## config.mk

```make
export PLATFORM = sky130hd
export DESIGN_NAME = ipc_config_unit
export DESIGN_NICKNAME = d
export VERILOG_FILES = /design/src/rtl/ipc_pkg.sv /design/src/rtl/ipc_config_unit.sv
export SDC_FILE = /design/constraint.sdc
export NUM_CORES = 1
export LEC_CHECK = 0
export ABC_CLOCK_PERIOD_IN_PS = 5900
export CAP_MARGIN = 20
export CORE_MARGIN = 1
export CORE_UTILIZATION = 30
export CTS_CLUSTER_SIZE = 14
export DETAILED_ROUTE_END_ITERATION = 10
export DONT_BUFFER_PORTS = 1
export SYNTH_ARGS = -nofsm -noshare
export SYNTH_HDL_FRONTEND = slang
export SYNTH_SLANG_ARGS = --single-unit
```

## constraint.sdc

```tcl
create_clock -name ref_clk -period 5.9 [get_ports ref_clk]
set_input_delay 0.295 -clock ref_clk [delete_from_list [all_inputs] [get_ports ref_clk]]
set_output_delay 0.295 -clock ref_clk [all_outputs]
set_load 0.02 [all_outputs]
```

## src/rtl/ipc_pkg.sv

```systemverilog
// Constants, types and register map of the plug and play configuration unit
`default_nettype none

package ipc_pkg;

  // ==========================================================================
  // Configuration register map, one slot per register
  // ==========================================================================
  localparam int unsigned IPC_NUM_SLOTS = 23;

  // Register index of each slot, slot 22 first
  localparam logic [22:0][7:0] IPC_REG_IDX = {
    8'hf0, 8'h74, 8'h71, 8'h70, 8'h61, 8'h60, 8'h4c, 8'h4b,
    8'h4a, 8'h49, 8'h48, 8'h44, 8'h43, 8'h42, 8'h41, 8'h40,
    8'h31, 8'h30, 8'h07, 8'h06, 8'h03, 8'h02, 8'h00};

  // Default value of each slot, slot 22 first; undefined bits load as zero
  localparam logic [22:0][7:0] IPC_REG_DEF = {
    8'h00, 8'h03, 8'h02, 8'h03, 8'h00, 8'h02, 8'h00, 8'h00,
    8'h02, 8'h00, 8'h00, 8'h00, 8'h00, 8'h02, 8'h00, 8'h00,
    8'h00, 8'h00, 8'h00, 8'h00, 8'h00, 8'h00, 8'h00};

  localparam logic [4:0] IPC_SLOT_RD_PORT = 5'h00;
  localparam logic [4:0] IPC_SLOT_CTRL = 5'h01;
  localparam logic [4:0] IPC_SLOT_WAKE = 5'h02;
  localparam logic [4:0] IPC_SLOT_CSN = 5'h03;
  localparam logic [4:0] IPC_SLOT_ACT = 5'h05;
  localparam logic [4:0] IPC_SLOT_RES_FIRST = 5'h05;
  localparam logic [4:0] IPC_SLOT_BASE_HI = 5'h11;
  localparam logic [4:0] IPC_SLOT_BASE_LO = 5'h12;
  localparam logic [4:0] IPC_SLOT_VENDOR = 5'h16;

  // ==========================================================================
  // Field positions
  // ==========================================================================
  localparam int unsigned IPC_CTRL_RESET_BIT = 0;
  localparam int unsigned IPC_CTRL_WFK_BIT = 1;
  localparam int unsigned IPC_CTRL_CSN_BIT = 2;
  localparam int unsigned IPC_ACT_BIT = 0;
  localparam int unsigned IPC_LEGACY_BIT = 6;
  localparam int unsigned IPC_CSR2_ACT_BIT = 9;

  // ==========================================================================
  // Host ports and key sequences
  // ==========================================================================
  localparam logic [15:0] IPC_ADDR_PORT = 16'h0279;
  localparam logic [15:0] IPC_WDATA_PORT = 16'h0a79;
  localparam logic [7:0] IPC_STD_KEY_INIT = 8'h6a;
  localparam logic [7:0] IPC_VEN_KEY_INIT = 8'h6b;
  localparam logic [4:0] IPC_KEY_LAST = 5'h1f;
  localparam logic [1:0] IPC_STRAP_SETTLE = 2'h3;
  localparam logic [10:0] IPC_IO_WINDOW_BITS = 11'h7ff;

  // ==========================================================================
  // Types
  // ==========================================================================
  typedef enum logic [1:0] {ST_WAIT_KEY, ST_SLEEP, ST_ISOLATE, ST_CONFIG} ipc_cfg_state_t;
  typedef enum logic [1:0] {LD_STRAP, LD_EEPROM, LD_DONE} ipc_load_state_t;

  typedef struct packed {
    logic iow_n;
    logic ior_n;
    logic [15:0] addr;
    logic [7:0] data;
  } ipc_isa_in_t;

  typedef struct packed {
    logic wr;
    logic [7:0] idx;
    logic [7:0] data;
  } ipc_ee_wr_t;

  typedef struct packed {
    ipc_isa_in_t isa_s1;
    ipc_isa_in_t isa_s2;
    logic iow_d;
    logic strap_s1;
    logic strap_s2;
    ipc_load_state_t ld;
    logic [1:0] ld_cnt;
    logic ee_ok;
    logic sw_reloc;
    ipc_cfg_state_t cfg;
    logic [7:0] idx;
    logic [1:0][7:0] lfsr;
    logic [1:0][4:0] cnt;
    logic [22:0][7:0] regs;
    logic [7:0] dout;
    logic dout_oe;
    logic io_sel;
  } ipc_state_t;

endpackage

`default_nettype wire

```

## src/rtl/ipc_config_unit.sv

```systemverilog
// Plug and play configuration unit: register load, key detection, state machine
`default_nettype none

// How it works
// - Valid EEPROM fills resource registers after reset
// - EEPROM activation flag makes device active
// - Checksum error: discard, defaults, relocatable mode
// - Standard key still accepted after EEPROM activation
// - Legacy lock: vendor key only, standard ignored
// - No EEPROM: defaults into all registers
// - IRQ/DMA default 03, IRQ type 02
// - Relocatable mode waits for key after reset
// - Key bytes written to address port 0x0279
// - Only low data byte used
// - Recognise standard and vendor key sequences
// - Mismatch such as two zero writes resets LFSR
// - Complete key moves WAIT FOR KEY to SLEEP
// - Control 0x05 resets device, defaults, CARD_SELECT_NUMBER zero
// - WAKE matching CARD_SELECT_NUMBER zero enters ISOLATION
// - Set CARD_SELECT_NUMBER in ISOLATION enters CONFIG
// - I/O base from registers io_base_high and io_base_low
// - Active device answers at programmed base
// - Control bit1 returns to WAIT FOR KEY
// - Legacy lock is bit 6 of vendor_config
// - Lock clear: standard if EEPROM good, else vendor
// - Strap low at reset means no EEPROM
//
// Load sequence
//   Strap settles four edges
//   Strap high: wait for done
//   Strap low: defaults, reloc
//   Bad sum: defaults, reloc
//   Good sum: values kept
//
// States
//   WAIT FOR KEY: key only
//   SLEEP: commands only
//   ISOLATION: set card number
//   CONFIG: resources open
//
// Key checkers
//   Two run side by side
//   Each holds next byte
//   Wrong byte restarts it
//   32 bytes in a row unlock
//   Lock and load pick one
//
// Port map
//   Index at address port
//   Data at write port
//   Reads at read port
//   32-byte resource window
//
// Hazards
//   Strobes synced twice
//   Address settles first
//   One idle cycle needed
//   Undefined bits load 0
//
// Limits
//   One card, no isolation
//   Loader is outside
//   No upper data byte
//   No range checking
//   Most regs stored only
//
// Reset
//   Synchronous, active high
//   Registers to defaults
//   Checkers restart
//   Load restarts at strap

module ipc_config_unit (
  input wire logic ref_clk,                          // Unit clock, 10 MHz
  input wire logic rst,                              // Synchronous reset, active high
  input wire ipc_pkg::ipc_isa_in_t isa_in,           // ISA strobes, address, low data byte
  input wire ipc_pkg::ipc_ee_wr_t ee_wr,             // Register write from EEPROM loader
  input wire logic ee_done,                          // EEPROM load finished, pulse
  input wire logic ee_csum_ok,                       // EEPROM checksum good, with ee_done
  input wire logic ee_active,                        // EEPROM activation flag, with ee_done
  input wire logic eeprom_present_strap,             // Strap pin, high when EEPROM fitted
  output logic [7:0] isa_data_out,                   // Read data toward ISA bus
  output logic isa_data_oe,                          // Drive enable for read data
  output logic io_select,                            // Cycle hits device I/O window
  output logic [15:0] io_base_value,                 // Programmed I/O base address
  output logic config_active_flag,                   // Device active
  output logic [15:0] isa_config_status_reg_two,     // Status word with activation flag
  output logic sw_reloc_mode,                        // Software relocatable mode
  output logic private_bus_share,                    // Private bus pins shared
  output logic load_done,                            // Register load complete
  output ipc_pkg::ipc_cfg_state_t cfg_state          // Configuration state
);

  // ==========================================================================
  // Helpers
  // ==========================================================================
  // Slot lookup: bit 5 flags a hit, bits 4:0 give the slot
  function automatic logic [5:0] slot_of(input logic [7:0] idx);
    logic [5:0] r;
    r = 6'h00;
    for (int i = 0; i < ipc_pkg::IPC_NUM_SLOTS; i++) begin
      if (ipc_pkg::IPC_REG_IDX[i] == idx) begin
        r = {1'b1, i[4:0]};
      end
    end
    return r;
  endfunction

  // Next key byte
  function automatic logic [7:0] lfsr_next(input logic [7:0] v);
    return {v[1] ^ v[0], v[7:1]};
  endfunction

  // State fields
  //   isa_s1, isa_s2: bus sync
  //   iow_d: strobe delayed
  //   strap_s1, strap_s2: sync
  //   ld, ld_cnt: loader
  //   ee_ok: checksum good
  //   sw_reloc: reloc mode
  //   cfg: config state
  //   idx: register index
  //   lfsr, cnt: checkers
  //   regs: registers by slot
  //   dout, dout_oe: read
  //   io_sel: window hit

  ipc_pkg::ipc_state_t s_ff;
  ipc_pkg::ipc_state_t nxt_s;

  // Bus decode
  //   wr_ev: write seen
  //   addr, wdat: bus values
  //   wslot, rslot: index slot
  //   rd_port: read port
  //   base: resource base
  //   legacy: lock bit
  //   key_ok: key allowed
  //   eslot: loader slot

  logic wr_ev;
  logic [15:0] addr;
  logic [7:0] wdat;
  logic [5:0] wslot;
  logic [5:0] rslot;
  logic [15:0] rd_port;
  logic [15:0] base;
  logic legacy;
  logic [1:0] key_ok;
  logic [5:0] eslot;

  // ==========================================================================
  // Next state
  // ==========================================================================
  always_comb begin
    nxt_s = s_ff;
    nxt_s.isa_s1 = isa_in;
    nxt_s.isa_s2 = s_ff.isa_s1;
    nxt_s.iow_d = s_ff.isa_s2.iow_n;
    nxt_s.strap_s1 = eeprom_present_strap;
    nxt_s.strap_s2 = s_ff.strap_s1;

    eslot = slot_of(ee_wr.idx);
    wr_ev = !s_ff.isa_s2.iow_n && s_ff.iow_d;
    addr = s_ff.isa_s2.addr;
    wdat = s_ff.isa_s2.data;
    wslot = slot_of(s_ff.idx);
    rslot = slot_of(s_ff.idx);
    rd_port = {6'h00, s_ff.regs[ipc_pkg::IPC_SLOT_RD_PORT], 2'h3};
    base = {s_ff.regs[ipc_pkg::IPC_SLOT_BASE_HI], s_ff.regs[ipc_pkg::IPC_SLOT_BASE_LO]};
    legacy = s_ff.regs[ipc_pkg::IPC_SLOT_VENDOR][ipc_pkg::IPC_LEGACY_BIT];
    // Standard key only with good EEPROM and no lock; vendor key otherwise
    key_ok[0] = !legacy && s_ff.ee_ok;
    key_ok[1] = legacy || !s_ff.ee_ok;

    // ------------------------------------------------------------------------
    // Register load after reset
    // ------------------------------------------------------------------------
    // Strap read once
    // Loader writes while open
    // Unknown index dropped
    // Done closes the load
    case (s_ff.ld)
      ipc_pkg::LD_STRAP: begin
        nxt_s.ld_cnt = s_ff.ld_cnt + 2'h1;
        if (s_ff.ld_cnt == ipc_pkg::IPC_STRAP_SETTLE) begin
          if (s_ff.strap_s2) begin
            nxt_s.ld = ipc_pkg::LD_EEPROM;
          end else begin
            nxt_s.regs = ipc_pkg::IPC_REG_DEF;
            nxt_s.sw_reloc = 1'b1;
            nxt_s.ee_ok = 1'b0;
            nxt_s.ld = ipc_pkg::LD_DONE;
          end
        end
      end
      ipc_pkg::LD_EEPROM: begin
        if (ee_wr.wr && eslot[5]) begin
          nxt_s.regs[eslot[4:0]] = ee_wr.data;
        end
        if (ee_done) begin
          nxt_s.ld = ipc_pkg::LD_DONE;
          if (ee_csum_ok) begin
            nxt_s.ee_ok = 1'b1;
            nxt_s.regs[ipc_pkg::IPC_SLOT_ACT][ipc_pkg::IPC_ACT_BIT] = ee_active;
          end else begin
            nxt_s.regs = ipc_pkg::IPC_REG_DEF;
            nxt_s.sw_reloc = 1'b1;
            nxt_s.ee_ok = 1'b0;
          end
        end
      end
      ipc_pkg::LD_DONE: begin
        nxt_s.ld = ipc_pkg::LD_DONE;
      end
      default: begin
        nxt_s.ld = ipc_pkg::LD_STRAP;
      end
    endcase

    // ------------------------------------------------------------------------
    // Host writes
    // ------------------------------------------------------------------------
    if (s_ff.ld == ipc_pkg::LD_DONE && wr_ev && addr == ipc_pkg::IPC_ADDR_PORT) begin
      nxt_s.idx = wdat;
      // Index set in any state
      // Keys count in WAIT only
      if (s_ff.cfg == ipc_pkg::ST_WAIT_KEY) begin
        for (int k = 0; k < 2; k++) begin
          if (wdat == s_ff.lfsr[k]) begin
            nxt_s.lfsr[k] = lfsr_next(s_ff.lfsr[k]);
            nxt_s.cnt[k] = s_ff.cnt[k] + 5'h01;
            if (s_ff.cnt[k] == ipc_pkg::IPC_KEY_LAST && key_ok[k]) begin
              nxt_s.cfg = ipc_pkg::ST_SLEEP;
            end
          end else begin
            // Any mismatching byte, such as a zero write, restarts the check
            nxt_s.lfsr[k] = k[0] ? ipc_pkg::IPC_VEN_KEY_INIT : ipc_pkg::IPC_STD_KEY_INIT;
            nxt_s.cnt[k] = 5'h00;
          end
        end
        if (s_ff.cnt[0] == ipc_pkg::IPC_KEY_LAST || s_ff.cnt[1] == ipc_pkg::IPC_KEY_LAST) begin
          nxt_s.lfsr[0] = ipc_pkg::IPC_STD_KEY_INIT;
          nxt_s.lfsr[1] = ipc_pkg::IPC_VEN_KEY_INIT;
          nxt_s.cnt[0] = 5'h00;
          nxt_s.cnt[1] = 5'h00;
        end
      end
    end

    // Commands
    //   config_control bit0: defaults
    //   config_control bit2: card 0
    //   config_control bit1: WAIT
    //   wake_select: wake on match
    //   card_select_number: card, CONFIG
    //   read_port_setup: read port
    // Data port writes are ignored while waiting for the key
    if (s_ff.ld == ipc_pkg::LD_DONE && wr_ev && addr == ipc_pkg::IPC_WDATA_PORT &&
        s_ff.cfg != ipc_pkg::ST_WAIT_KEY) begin
      if (wslot == {1'b1, ipc_pkg::IPC_SLOT_CTRL}) begin
        if (wdat[ipc_pkg::IPC_CTRL_RESET_BIT]) begin
          for (int i = ipc_pkg::IPC_SLOT_RES_FIRST; i < ipc_pkg::IPC_NUM_SLOTS; i++) begin
            nxt_s.regs[i] = ipc_pkg::IPC_REG_DEF[i];
          end
        end
        if (wdat[ipc_pkg::IPC_CTRL_CSN_BIT]) begin
          nxt_s.regs[ipc_pkg::IPC_SLOT_CSN] = 8'h00;
        end
        if (wdat[ipc_pkg::IPC_CTRL_WFK_BIT]) begin
          nxt_s.cfg = ipc_pkg::ST_WAIT_KEY;
        end
      end else if (wslot == {1'b1, ipc_pkg::IPC_SLOT_WAKE}) begin
        if (wdat == s_ff.regs[ipc_pkg::IPC_SLOT_CSN]) begin
          nxt_s.cfg = wdat == 8'h00 ? ipc_pkg::ST_ISOLATE : ipc_pkg::ST_CONFIG;
        end else begin
          nxt_s.cfg = ipc_pkg::ST_SLEEP;
        end
      end else if (wslot == {1'b1, ipc_pkg::IPC_SLOT_CSN}) begin
        if (s_ff.cfg == ipc_pkg::ST_ISOLATE || s_ff.cfg == ipc_pkg::ST_CONFIG) begin
          nxt_s.regs[ipc_pkg::IPC_SLOT_CSN] = wdat;
          nxt_s.cfg = ipc_pkg::ST_CONFIG;
        end
      end else if (wslot == {1'b1, ipc_pkg::IPC_SLOT_RD_PORT}) begin
        if (s_ff.cfg == ipc_pkg::ST_ISOLATE || s_ff.cfg == ipc_pkg::ST_CONFIG) begin
          nxt_s.regs[ipc_pkg::IPC_SLOT_RD_PORT] = wdat;
        end
      end else if (wslot[5] && s_ff.cfg == ipc_pkg::ST_CONFIG) begin
        nxt_s.regs[wslot[4:0]] = wdat;
      end
    end

    // ------------------------------------------------------------------------
    // Host reads from the read data port, CONFIG only
    // ------------------------------------------------------------------------
    // Answer one cycle late
    // Enable drops a cycle late
    // Commands except card_select_number read as zero
    nxt_s.dout_oe = 1'b0;
    nxt_s.dout = 8'h00;
    if (s_ff.ld == ipc_pkg::LD_DONE && !s_ff.isa_s2.ior_n && addr == rd_port &&
        s_ff.cfg == ipc_pkg::ST_CONFIG) begin
      nxt_s.dout_oe = 1'b1;
      if (rslot[5] && rslot[4:0] > ipc_pkg::IPC_SLOT_WAKE) begin
        nxt_s.dout = s_ff.regs[rslot[4:0]];
      end
    end

    // Active device claims its 32-byte I/O window
    nxt_s.io_sel = s_ff.regs[ipc_pkg::IPC_SLOT_ACT][ipc_pkg::IPC_ACT_BIT] &&
                   (!s_ff.isa_s2.iow_n || !s_ff.isa_s2.ior_n) &&
                   addr[15:5] == base[15:5];
  end

  // ==========================================================================
  // State register
  // ==========================================================================
  // Reset parks both machines
  // Strap trusted once settled
  always_ff @(posedge ref_clk) begin
    if (rst) begin
      s_ff <= '0;
      s_ff.regs <= ipc_pkg::IPC_REG_DEF;
      s_ff.lfsr[0] <= ipc_pkg::IPC_STD_KEY_INIT;
      s_ff.lfsr[1] <= ipc_pkg::IPC_VEN_KEY_INIT;
      s_ff.cfg <= ipc_pkg::ST_WAIT_KEY;
      s_ff.ld <= ipc_pkg::LD_STRAP;
    end else begin
      s_ff <= nxt_s;
    end
  end

  // ==========================================================================
  // Outputs
  // ==========================================================================
  // Data from state register
  // Status: activation only
  // Share outside WAIT
  assign isa_data_out = s_ff.dout;
  assign isa_data_oe = s_ff.dout_oe;
  assign io_select = s_ff.io_sel;
  assign io_base_value = {s_ff.regs[ipc_pkg::IPC_SLOT_BASE_HI],
                          s_ff.regs[ipc_pkg::IPC_SLOT_BASE_LO]};
  assign config_active_flag = s_ff.regs[ipc_pkg::IPC_SLOT_ACT][ipc_pkg::IPC_ACT_BIT];
  always_comb begin
    isa_config_status_reg_two = 16'h0000;
    isa_config_status_reg_two[ipc_pkg::IPC_CSR2_ACT_BIT] = config_active_flag;
  end
  assign sw_reloc_mode = s_ff.sw_reloc;
  assign private_bus_share = s_ff.cfg != ipc_pkg::ST_WAIT_KEY;
  assign load_done = s_ff.ld == ipc_pkg::LD_DONE;
  assign cfg_state = s_ff.cfg;

endmodule

`default_nettype wire

```

* After elaboration in Yosys (flattened, before gate mapping)
Index checks and enable logic that the tools add are counted.
** Storage, ports and cells
- Flip-flop bits (word level) :: 291
- Bits in latches :: 0
- Bits in writable memories :: 0
- Bits in read-only memories :: 0
- Input port bits :: 49
- Output and inout bits :: 48
- Word-level logic and storage cells :: 272
- Memories kept :: 0
** Operators by class
- $add $sub $neg :: 3
- Multipliers :: 0
- Divide/modulo/power cells :: 0
- $lt $le $gt $ge :: 5
- Equal/unequal tests :: 66
- Shift operators :: 0
- Multiplexer cells :: 109
- Bitwise logic cells :: 4
- Reduce and logical (&&, ||, !) cells :: 38
** Operators by type and width (number)
- $mux W184 :: 7
- $bwmux W184 :: 2
- $pmux W184 S2 :: 1
- $mux W144 :: 2
- $mux W6 :: 46
- $eq A7 B8 Y1 const A :: 30
- $mux W176 :: 1
- $mux W152 :: 1
- $mux W143 :: 1
- $mux W8 :: 12
- $demux W8 S5 :: 2
- $mux W26 :: 2
- $mux W24 :: 2
- $bmux W8 S5 :: 1
- $mux W40 :: 1
- $mux W2 :: 18
- $mux W36 :: 1
- $eq A2 B8 Y1 const A :: 4
- $eq A3 B8 Y1 const A :: 4
- $eq A6 B8 Y1 const A :: 4
- $eq A6 B6 Y1 const B :: 4
- $eq A8 B8 Y1 :: 3
- $logic_not A8 Y1 :: 3
- $logic_and A1 B1 Y1 :: 18
- other kinds (28) :: 55

* Logic depth before layout (Yosys ltp)
Gate-level depths: netlist of the first run.
- Depth in word-level cells :: 40
- Depth in mapped cells :: 14
- Gate-level depth less buffers :: 10

* Worst setup path before layout of the first run
Ideal clock, no wire load.
- Path type :: register to register
- Start point :: reg s_ff[225] (netlist bit)
- End point :: reg s_ff (netlist bit isa_data_out[1])
- Library setup time :: 120 ps
- Arrival time :: 2574 ps
- Setup slack :: 3206 ps
- Cell stages (with the launch flop) :: 12
- Period minus slack after synthesis :: 2694 ps
- Cells stage by stage :: dfxtp_1 -> buf_2 -> or4b_1 -> a211o_1 -> o21ai_1 -> nand2b_1 -> and3_1 -> buf_2 -> a221oi_1 -> o21ai_0 -> and3_1 -> o31a_1
** Between the ends
- Word-level cells in the longest chain between the ends :: 27
- Elaborated cells between the ends (all ways) :: 52
- Classes of those cells :: order compare (1); eq/ne (22); mux (25); bitwise (1); reduce/logical (3)
** RTL lines
- from (decl) :: RTL line ipc_config_unit.sv:128 : ipc_pkg::ipc_state_t s_ff;
- from (signal assigned) :: RTL line ipc_config_unit.sv:329 : s_ff <= nxt_s;
- $eq A2 B8 Y1 or $logic_not A8 Y1 (tied branches) :: RTL line ipc_config_unit.sv:102 : if (ipc_pkg::IPC_REG_IDX[i] == idx) begin
- $mux W6 (21 in a row) :: RTL line ipc_config_unit.sv:102
- $mux W6 (*) :: RTL line ipc_config_unit.sv:102
- $gt A5 B2 Y1 or $mux W6 (tied branches) :: RTL line ipc_config_unit.sv:304, ipc_config_unit.sv:102
- $logic_and A1 B1 Y1 :: RTL line ipc_config_unit.sv:304 : if (rslot[5] && rslot[4:0] > ipc_pkg::IPC_SLOT_WAKE) begin
- $not A1 Y1 (no line)
- $reduce_or A3 Y1 (no line)
Mark *: on every way between the ends. The rest lies on a longest branch, timed or not. The select of a mux whose other input is x is not followed.
A chain may end at the register's enable or synchronous reset.

* Final worst setup path of the first run
- Start point :: reg s_ff[226] (netlist bit)
- End point :: reg s_ff (netlist bit isa_data_out[0])
Same word-level chain as after synthesis.

==> results.toml, run 1 <==
[global_routing]
grt_pass1_wl_mm = 94.6
antenna_found_initial = 1
track_usage_pct = 24.8
grt_max_degree = 150
grt_pass1_vias = 14300
gr-total-overflow = 0

[logic_synthesis]
yosys-top-cells-area = "dfxtp_1 (38%), a22oi_1 (7.6%), a221oi_1 (5.4%), nand2_1 (4.6%), a21oi_1 (3.3%)"
ys_warn_count = 0
synth_top_area_cell = "dfxtp_1"
syn_inst = 1772
ys_seq_area_share_pct = 38.4
syn_area_sq_mm = 0.0152
yosysUniqueCellTypes = 90
ys_ff_latch = 291
syn_avg_cell_area_sq_um = 8.56
synth-async-reset-ratio_pct = 0
synth_edf_count = 0
synth_top_area_share_pct = 38.4
ys.flop_type = "dfxtp_1"

[power_and_ir_drop]
worst_ir_drop_vdd_uv = 171
power.internal_mw = 3.45
comb_power_share_pct = 8.2
sw_frac_of_total_pct = 25.8
netSwitchingPower_mw = 1.20
p_leak_nw = 5.94
p_clk_share_pct = 48.1
pwr-share-seq_pct = 43.6
powerDensity_mw_per_mm2 = 274

[worst_setup_path]
startpoint_type = "register"
critPathRequiredTime_ns = 6.26
rrSetupSlack_ns = 1.27
cp.arrival_ns = 4.98
r2r-start = "s_ff[226]"
crit_type = "reg -> reg"
cp-end-kind = "register"
startpoint = "s_ff[226]"
cp_max_fo = 26

[cts]
postCtsSetupRepairBufs = 0
post_cts_resized = 0
cts-root-buf = "clkbuf_16"
clock-sinks = 291
clk_latency_ns = 0.54
clk_path_buf_depth = 3
cts_tree = "yes"
numCtsBuffers = 34
cts_htree_levels = 2
clkSlewWorstSetupHoldPaths_ns = 0.06

[die]
die_h_um = 227
initial_core_util_pct = 30.4
rows = 82
coreArea_sq_mm = 0.0500
ios = 97
die_w_um = 227
dieArea_sq_mm = 0.0515

[place]
post-dp-hpwl_mm = 42.0
place.port_buffers = 0
pre_cts_slack_ns = 1.47
place_congestion = 0.998

[timing]
setup_slack_ns = 1.27
finalSetupViolations = 0
period_share_pct = 78.4
relSlewSlack_pct = 14.1
slew_viol_final = 0
fin_setup_tns_ns = 0
clock.fmax_ghz = 0.216
final-hold-violation-count = 0
skew_ns = 0.0236
rsz0062_at_grt = "false"
worst_pin_slew_ns = 1.28
min_period_ns = 4.63

[detailed_routing]
avgRoutedWirePerCell_um = 26.8
via_per_inst = 6.32
drc = 0
num_vias = 15300
routed_wl_mm = 64.8
drtIter0Drc = 2408
ant_nets = 0
dr.pass1.iters = 9

[layout]
multi_input_area_sq_mm = 0.00849
area_delta_synth_final_pct = 12.0
seq_area_sq_mm = 0.00583
n_fill_cell = 5148
layout-drive-gt1-share_pct = 7.76
fin_nets = 1772

[run]
max_cap_viol_count = 0

[hold_path]
min_path_type = "in -> reg"
min-delay-start = "ee_wr[2]"

[outcome]
outcome = "completed"
[power groups by stage]
| stage | Clock [mW] | Sequential (mW) | Combinational [mW] |
|---|---|---|---|
| after floorplan | 0 | 2.06 | 0.265 |
| after global placement | 0 | 2.07 | 0.306 |
| after detailed placement | 0 | 2.07 | 0.309 |
| after CTS | 2.25 | 2.03 | 0.366 |
| after global routing | 2.35 | 2.03 | 0.405 |
| final | 2.24 | 2.03 | 0.383 |
[cells in the final DEF, fill, tap and decap left out, drive strengths merged, types with 11 or more instances in the layout]
master | Yosys | routed
a211oi | 40 | 40
a21oi | 103 | 103
a221oi | 95 | 95
a22o | 23 | 23
a22oi | 154 | 154
and2 | 23 | 23
and3 | 13 | 13
buf | 85 | 26
clkbuf | 87 | 48
conb | 1 | 15
dfxtp | 291 | 291
dlygate4sd3 | 0 | 38
inv | 11 | 13
mux2i | 43 | 43
nand2 | 186 | 186
nand2b | 18 | 18
nand3 | 42 | 42
nand4 | 23 | 23
nor2 | 124 | 124
nor2b | 64 | 64
nor3 | 40 | 40
o21ai | 79 | 79
o22ai | 11 | 11
or2 | 11 | 11
xnor2 | 46 | 46
xor2 | 13 | 13
[routing by layer]
metal  share of wire, %  global-route usage (%)
met5              0.020                       0
met4                6.0                    13.4
met3                 13                    7.53
met2                 42                    36.5
met1                 39                    32.1
[Yosys cell counts (8+ instances only)]
| master | number |
|---|---|
| and3_1 | 13 |
| nor4_1 | 8 |
| clkbuf_1 | 87 |
| nor2b_1 | 64 |
| and2_1 | 22 |
| a211oi_1 | 38 |
| a32oi_1 | 8 |
| xnor2_1 | 46 |
| nand2b_1 | 18 |
| o21ai_0 | 57 |
| nand2_1 | 185 |
| o21ai_1 | 21 |
| inv_1 | 11 |
| or2_2 | 8 |
| dfxtp_1 | 291 |
| nand3_1 | 39 |
| a22oi_1 | 154 |
| buf_4 | 45 |
| o32ai_1 | 10 |
| nand4_1 | 22 |
| nor3_1 | 35 |
| nor2_1 | 121 |
| buf_2 | 34 |
| xor2_1 | 13 |
| a221oi_1 | 94 |
| a21oi_1 | 100 |
| or3_1 | 9 |
| ha_1 | 9 |
| mux2i_1 | 43 |
| a22o_1 | 23 |
[per-stage QoR]
| stage | area, sq um | power, mW | util [%] | hold slack [ns] | instances |
|---|---|---|---|---|---|
| 6_report | 17000 | 4.65 | 34.0 | 0.00684 | 2415 |
| 5_1_grt | 17000 | 4.79 | 34.0 | 0.0110 | 2412 |
| 4_1_cts | 17000 | 4.65 | 33.9 | 0.00411 | 2410 |
| 3_5_place_dp | 15400 | 2.38 | 30.8 | 0.378 | 2309 |
| 3_3_place_gp | 15400 | 2.38 | 30.8 | 0.379 | 2308 |
| 2_1_floorplan | 15200 | 2.32 | - | 0.414 | 1786 |
[state kept, by name, summed over array words and instances (netlist names)]
signal and flops:
s_ff 200, nxt_s 28, addr 16, io_base_value 16, isa_data_out 8, rd_port 8, wdat 8, cfg_state 2
config_active_flag 1, io_select 1, isa_data_oe 1, legacy 1, sw_reloc_mode 1
[worst max-delay path: stages, from the launching register on]
cell	delay [ns]
dfxtp_1	0.60
nor4b_4	0.48
nand3_1	0.16
buf_4	0.27
a21oi_1	0.26
o21bai_1	0.21
nor2_4	0.83
buf_4	0.48
mux2i_1	0.15
o21ai_0	0.30
nand2_1	0.11
a311oi_1	0.58
[path summary, 6_finish.rpt]
kind,depth (start not counted),to
max,11,isa_data_out[0]
min,2,s_ff[100]
max reg2reg,11,isa_data_out[0]
min reg2reg,1,wdat[5]
[layout make-up]
class	instances	share of cell area (%)
flip-flops and latches	291	34.3
diodes	3	0.0442
multi-input cells	1312	50.0
inverters	11	0.243
clock buffers	48	5.79
well taps	672	4.95
clock inverters	14	1.11
repair buffers	64	3.54
[cell families (layout without fill, tap and decap cells)]
family                     Yosys count  after routing  synth area share (%)
xor gates and xnor gates            59             59                  3.41
buffers and inverters              183            137                  6.02
other                                1             18                0.0247
and+or+nand+nor                    587            587                  19.6
AOI/OAI and AO/OA                  594            594                  28.6
adders and majority gates           10             10                 0.808
muxes                               47             47                  3.13
DFF                                291            291                  38.4
[repair_timing]
action / 4_1_cts / 5_1_grt
setup endpoints to repair: 0 / 0
endpoints found under the hold margin: 233 / 0
hold buffers: 39 / 0
No activity file was read; power rests on OpenSTA's default activity.
==> run 2, diff against run 1 <==
--- a/config.mk
+++ b/config.mk
@@ -5,7 +5,7 @@
 export SDC_FILE = /design/constraint.sdc
 export NUM_CORES = 1
 export LEC_CHECK = 0
-export ABC_CLOCK_PERIOD_IN_PS = 5900
+export ABC_CLOCK_PERIOD_IN_PS = 3800
 export CAP_MARGIN = 20
 export CORE_MARGIN = 1
 export CORE_UTILIZATION = 30
==> constraint.sdc (replaced) <==
create_clock -name ref_clk -period 3.8 [get_ports ref_clk]
set_input_delay 0.19 -clock ref_clk [delete_from_list [all_inputs] [get_ports ref_clk]]
set_output_delay 0.19 -clock ref_clk [all_outputs]
set_load 0.02 [all_outputs]
==> results.toml, run 2 (synthesis results as in run 1) <==
[power_and_ir_drop]
worst_ir_drop_vdd_uv = 296
p_leak_nw = 6.15
powerDensity_mw_per_mm2 = 415

[layout]
area_delta_synth_final_pct = 14.1
antenna_cells = 0
layout-drive-gt1-share_pct = 10.0
final_common_cell = "dfxtp_1"
regMostFlops = "s_ff"
fin_nets = 1809
final_cell_mix = "dfxtp_1 (291), nand2_1 (185), a22oi_1 (154)"
largest_reg_flops = 200
final_cell_count_no_fill = 2447

[run]
max_cap_viol_count = 0

[detailed_routing]
dr.pass1.iters = 7
ant_nets = 0
drtIter0Drc = 1953
avgRoutedWirePerCell_um = 25.4
via_per_inst = 6.16
routed_wl_mm = 62.2
drc = 0
num_vias = 15100

[timing]
min_period_ns = 3.66
finalSetupViolations = 0
worst_pin_slew_ns = 1.08
fin_setup_tns_ns = 0
period_share_pct = 96.2
final-hold-violation-count = 0
clock.fmax_ghz = 0.274
slew_viol_final = 0
relSlewSlack_pct = 27.2
rsz0062_at_grt = "false"
skew_ns = 0.0224

[die]
dieArea_sq_mm = 0.0515
rows = 82
ios = 97
die_h_um = 227
die_w_um = 227
coreArea_sq_mm = 0.0500
initial_core_util_pct = 30.4

[worst_setup_path]
critPathRequiredTime_ns = 4.19
crit_type = "reg -> reg"
startpoint_type = "register"
cp.arrival_ns = 4.04
cp-end-kind = "register"
cp_max_fo = 14

[cts]
clkSlewWorstSetupHoldPaths_ns = 0.07
cts-root-buf = "clkbuf_16"
postCtsSetupRepairBufs = 0
clk_latency_ns = 0.54
post_cts_resized = 0
clk_path_buf_depth = 3
cts_tree = "yes"
cts_hold_buf = 38
cts_htree_levels = 2
clock-sinks = 291
numCtsBuffers = 34

[global_routing]
grt_pass1_vias = 14200
grt_pass1_wl_mm = 92.9
grt_max_degree = 152
track_usage_pct = 24.1
gr-total-overflow = 0
antenna_found_initial = 0

[outcome]
outcome = "completed"

[place]
post-dp-hpwl_mm = 42.7
place_congestion = 1.02
dp.cells = 2349
place.port_buffers = 0

[hold_path]
min_path_type = "in -> reg"
==> run 2: critical path, stage by stage, from the launching register on <==
cell	delay, ns
dfxtp_1	0.61
nor3b_1	0.49
a31o_2	0.18
a32oi_1	0.13
o21ba_2	0.30
a21oi_2	0.52
buf_4	0.25
a221oi_1	0.08
o21ai_0	0.19
nand3_1	0.29
a311oi_1	0.47
==> run 2: per-stage QoR <==
step / hold WS (ns) / power, mW / utilization [%] / setup WS (ns) / instance area (sq um)
2_1_floorplan: 0.318 / 3.61 / - / 1.11 / 15200
5_1_grt: 0.0286 / 7.38 / 34.6 / 0.00945 / 17300
6_report: 0.0244 / 7.17 / 34.6 / 0.144 / 17300
4_1_cts: 0.00629 / 7.19 / 34.6 / 0.274 / 17300
3_5_place_dp: 0.272 / 3.70 / 31.4 / 0.301 / 15700
3_3_place_gp: 0.273 / 3.69 / 31.4 / 0.213 / 15700
==> run 2: final cells by class <==
| cell class | count | area (sq um) |
|---|---|---|
| Clock buffer | 47 | 991 |
| Fill cell | 5186 | 32700 |
| Clock inverter | 13 | 158 |
| Inverter | 11 | 41.3 |
| Multi-Input combinational cell | 1312 | 8490 |
| Timing Repair Buffer | 101 | 953 |
| Tap cell | 672 | 841 |
| Sequential cell | 291 | 5830 |
==> run 2: report_power, final <==
| part | internal, mW | total [mW] | switching, mW |
|---|---|---|---|
| clock | 2.04 | 3.40 | 1.36 |
| sequential | 3.10 | 3.16 | 0.0563 |
| combinational | 0.182 | 0.615 | 0.434 |
==> run 2: metal layers <==
layer | track usage, % | wire length, um | part of all wire [%]
met3 | 5.84 | 7170 | 12
met5 | 0 | 0 | 0
met4 | 10.7 | 2920 | 4.7
met1 | 32.2 | 25100 | 40
met2 | 36.4 | 27000 | 43
==> run 2: final timing paths <==
| path | to | slack (ns) | depth (start not counted) | from |
|---|---|---|---|---|
| max | isa_data_out[6] | 0.14 | 10 | s_ff[220] |
| min | io_base_value[0] | 0.02 | 4 | ee_wr[0] |
| max reg2reg | isa_data_out[6] | 0.14 | 10 | s_ff[220] |
| min reg2reg | addr[9] | 0.43 | 1 | nxt_s[256] |
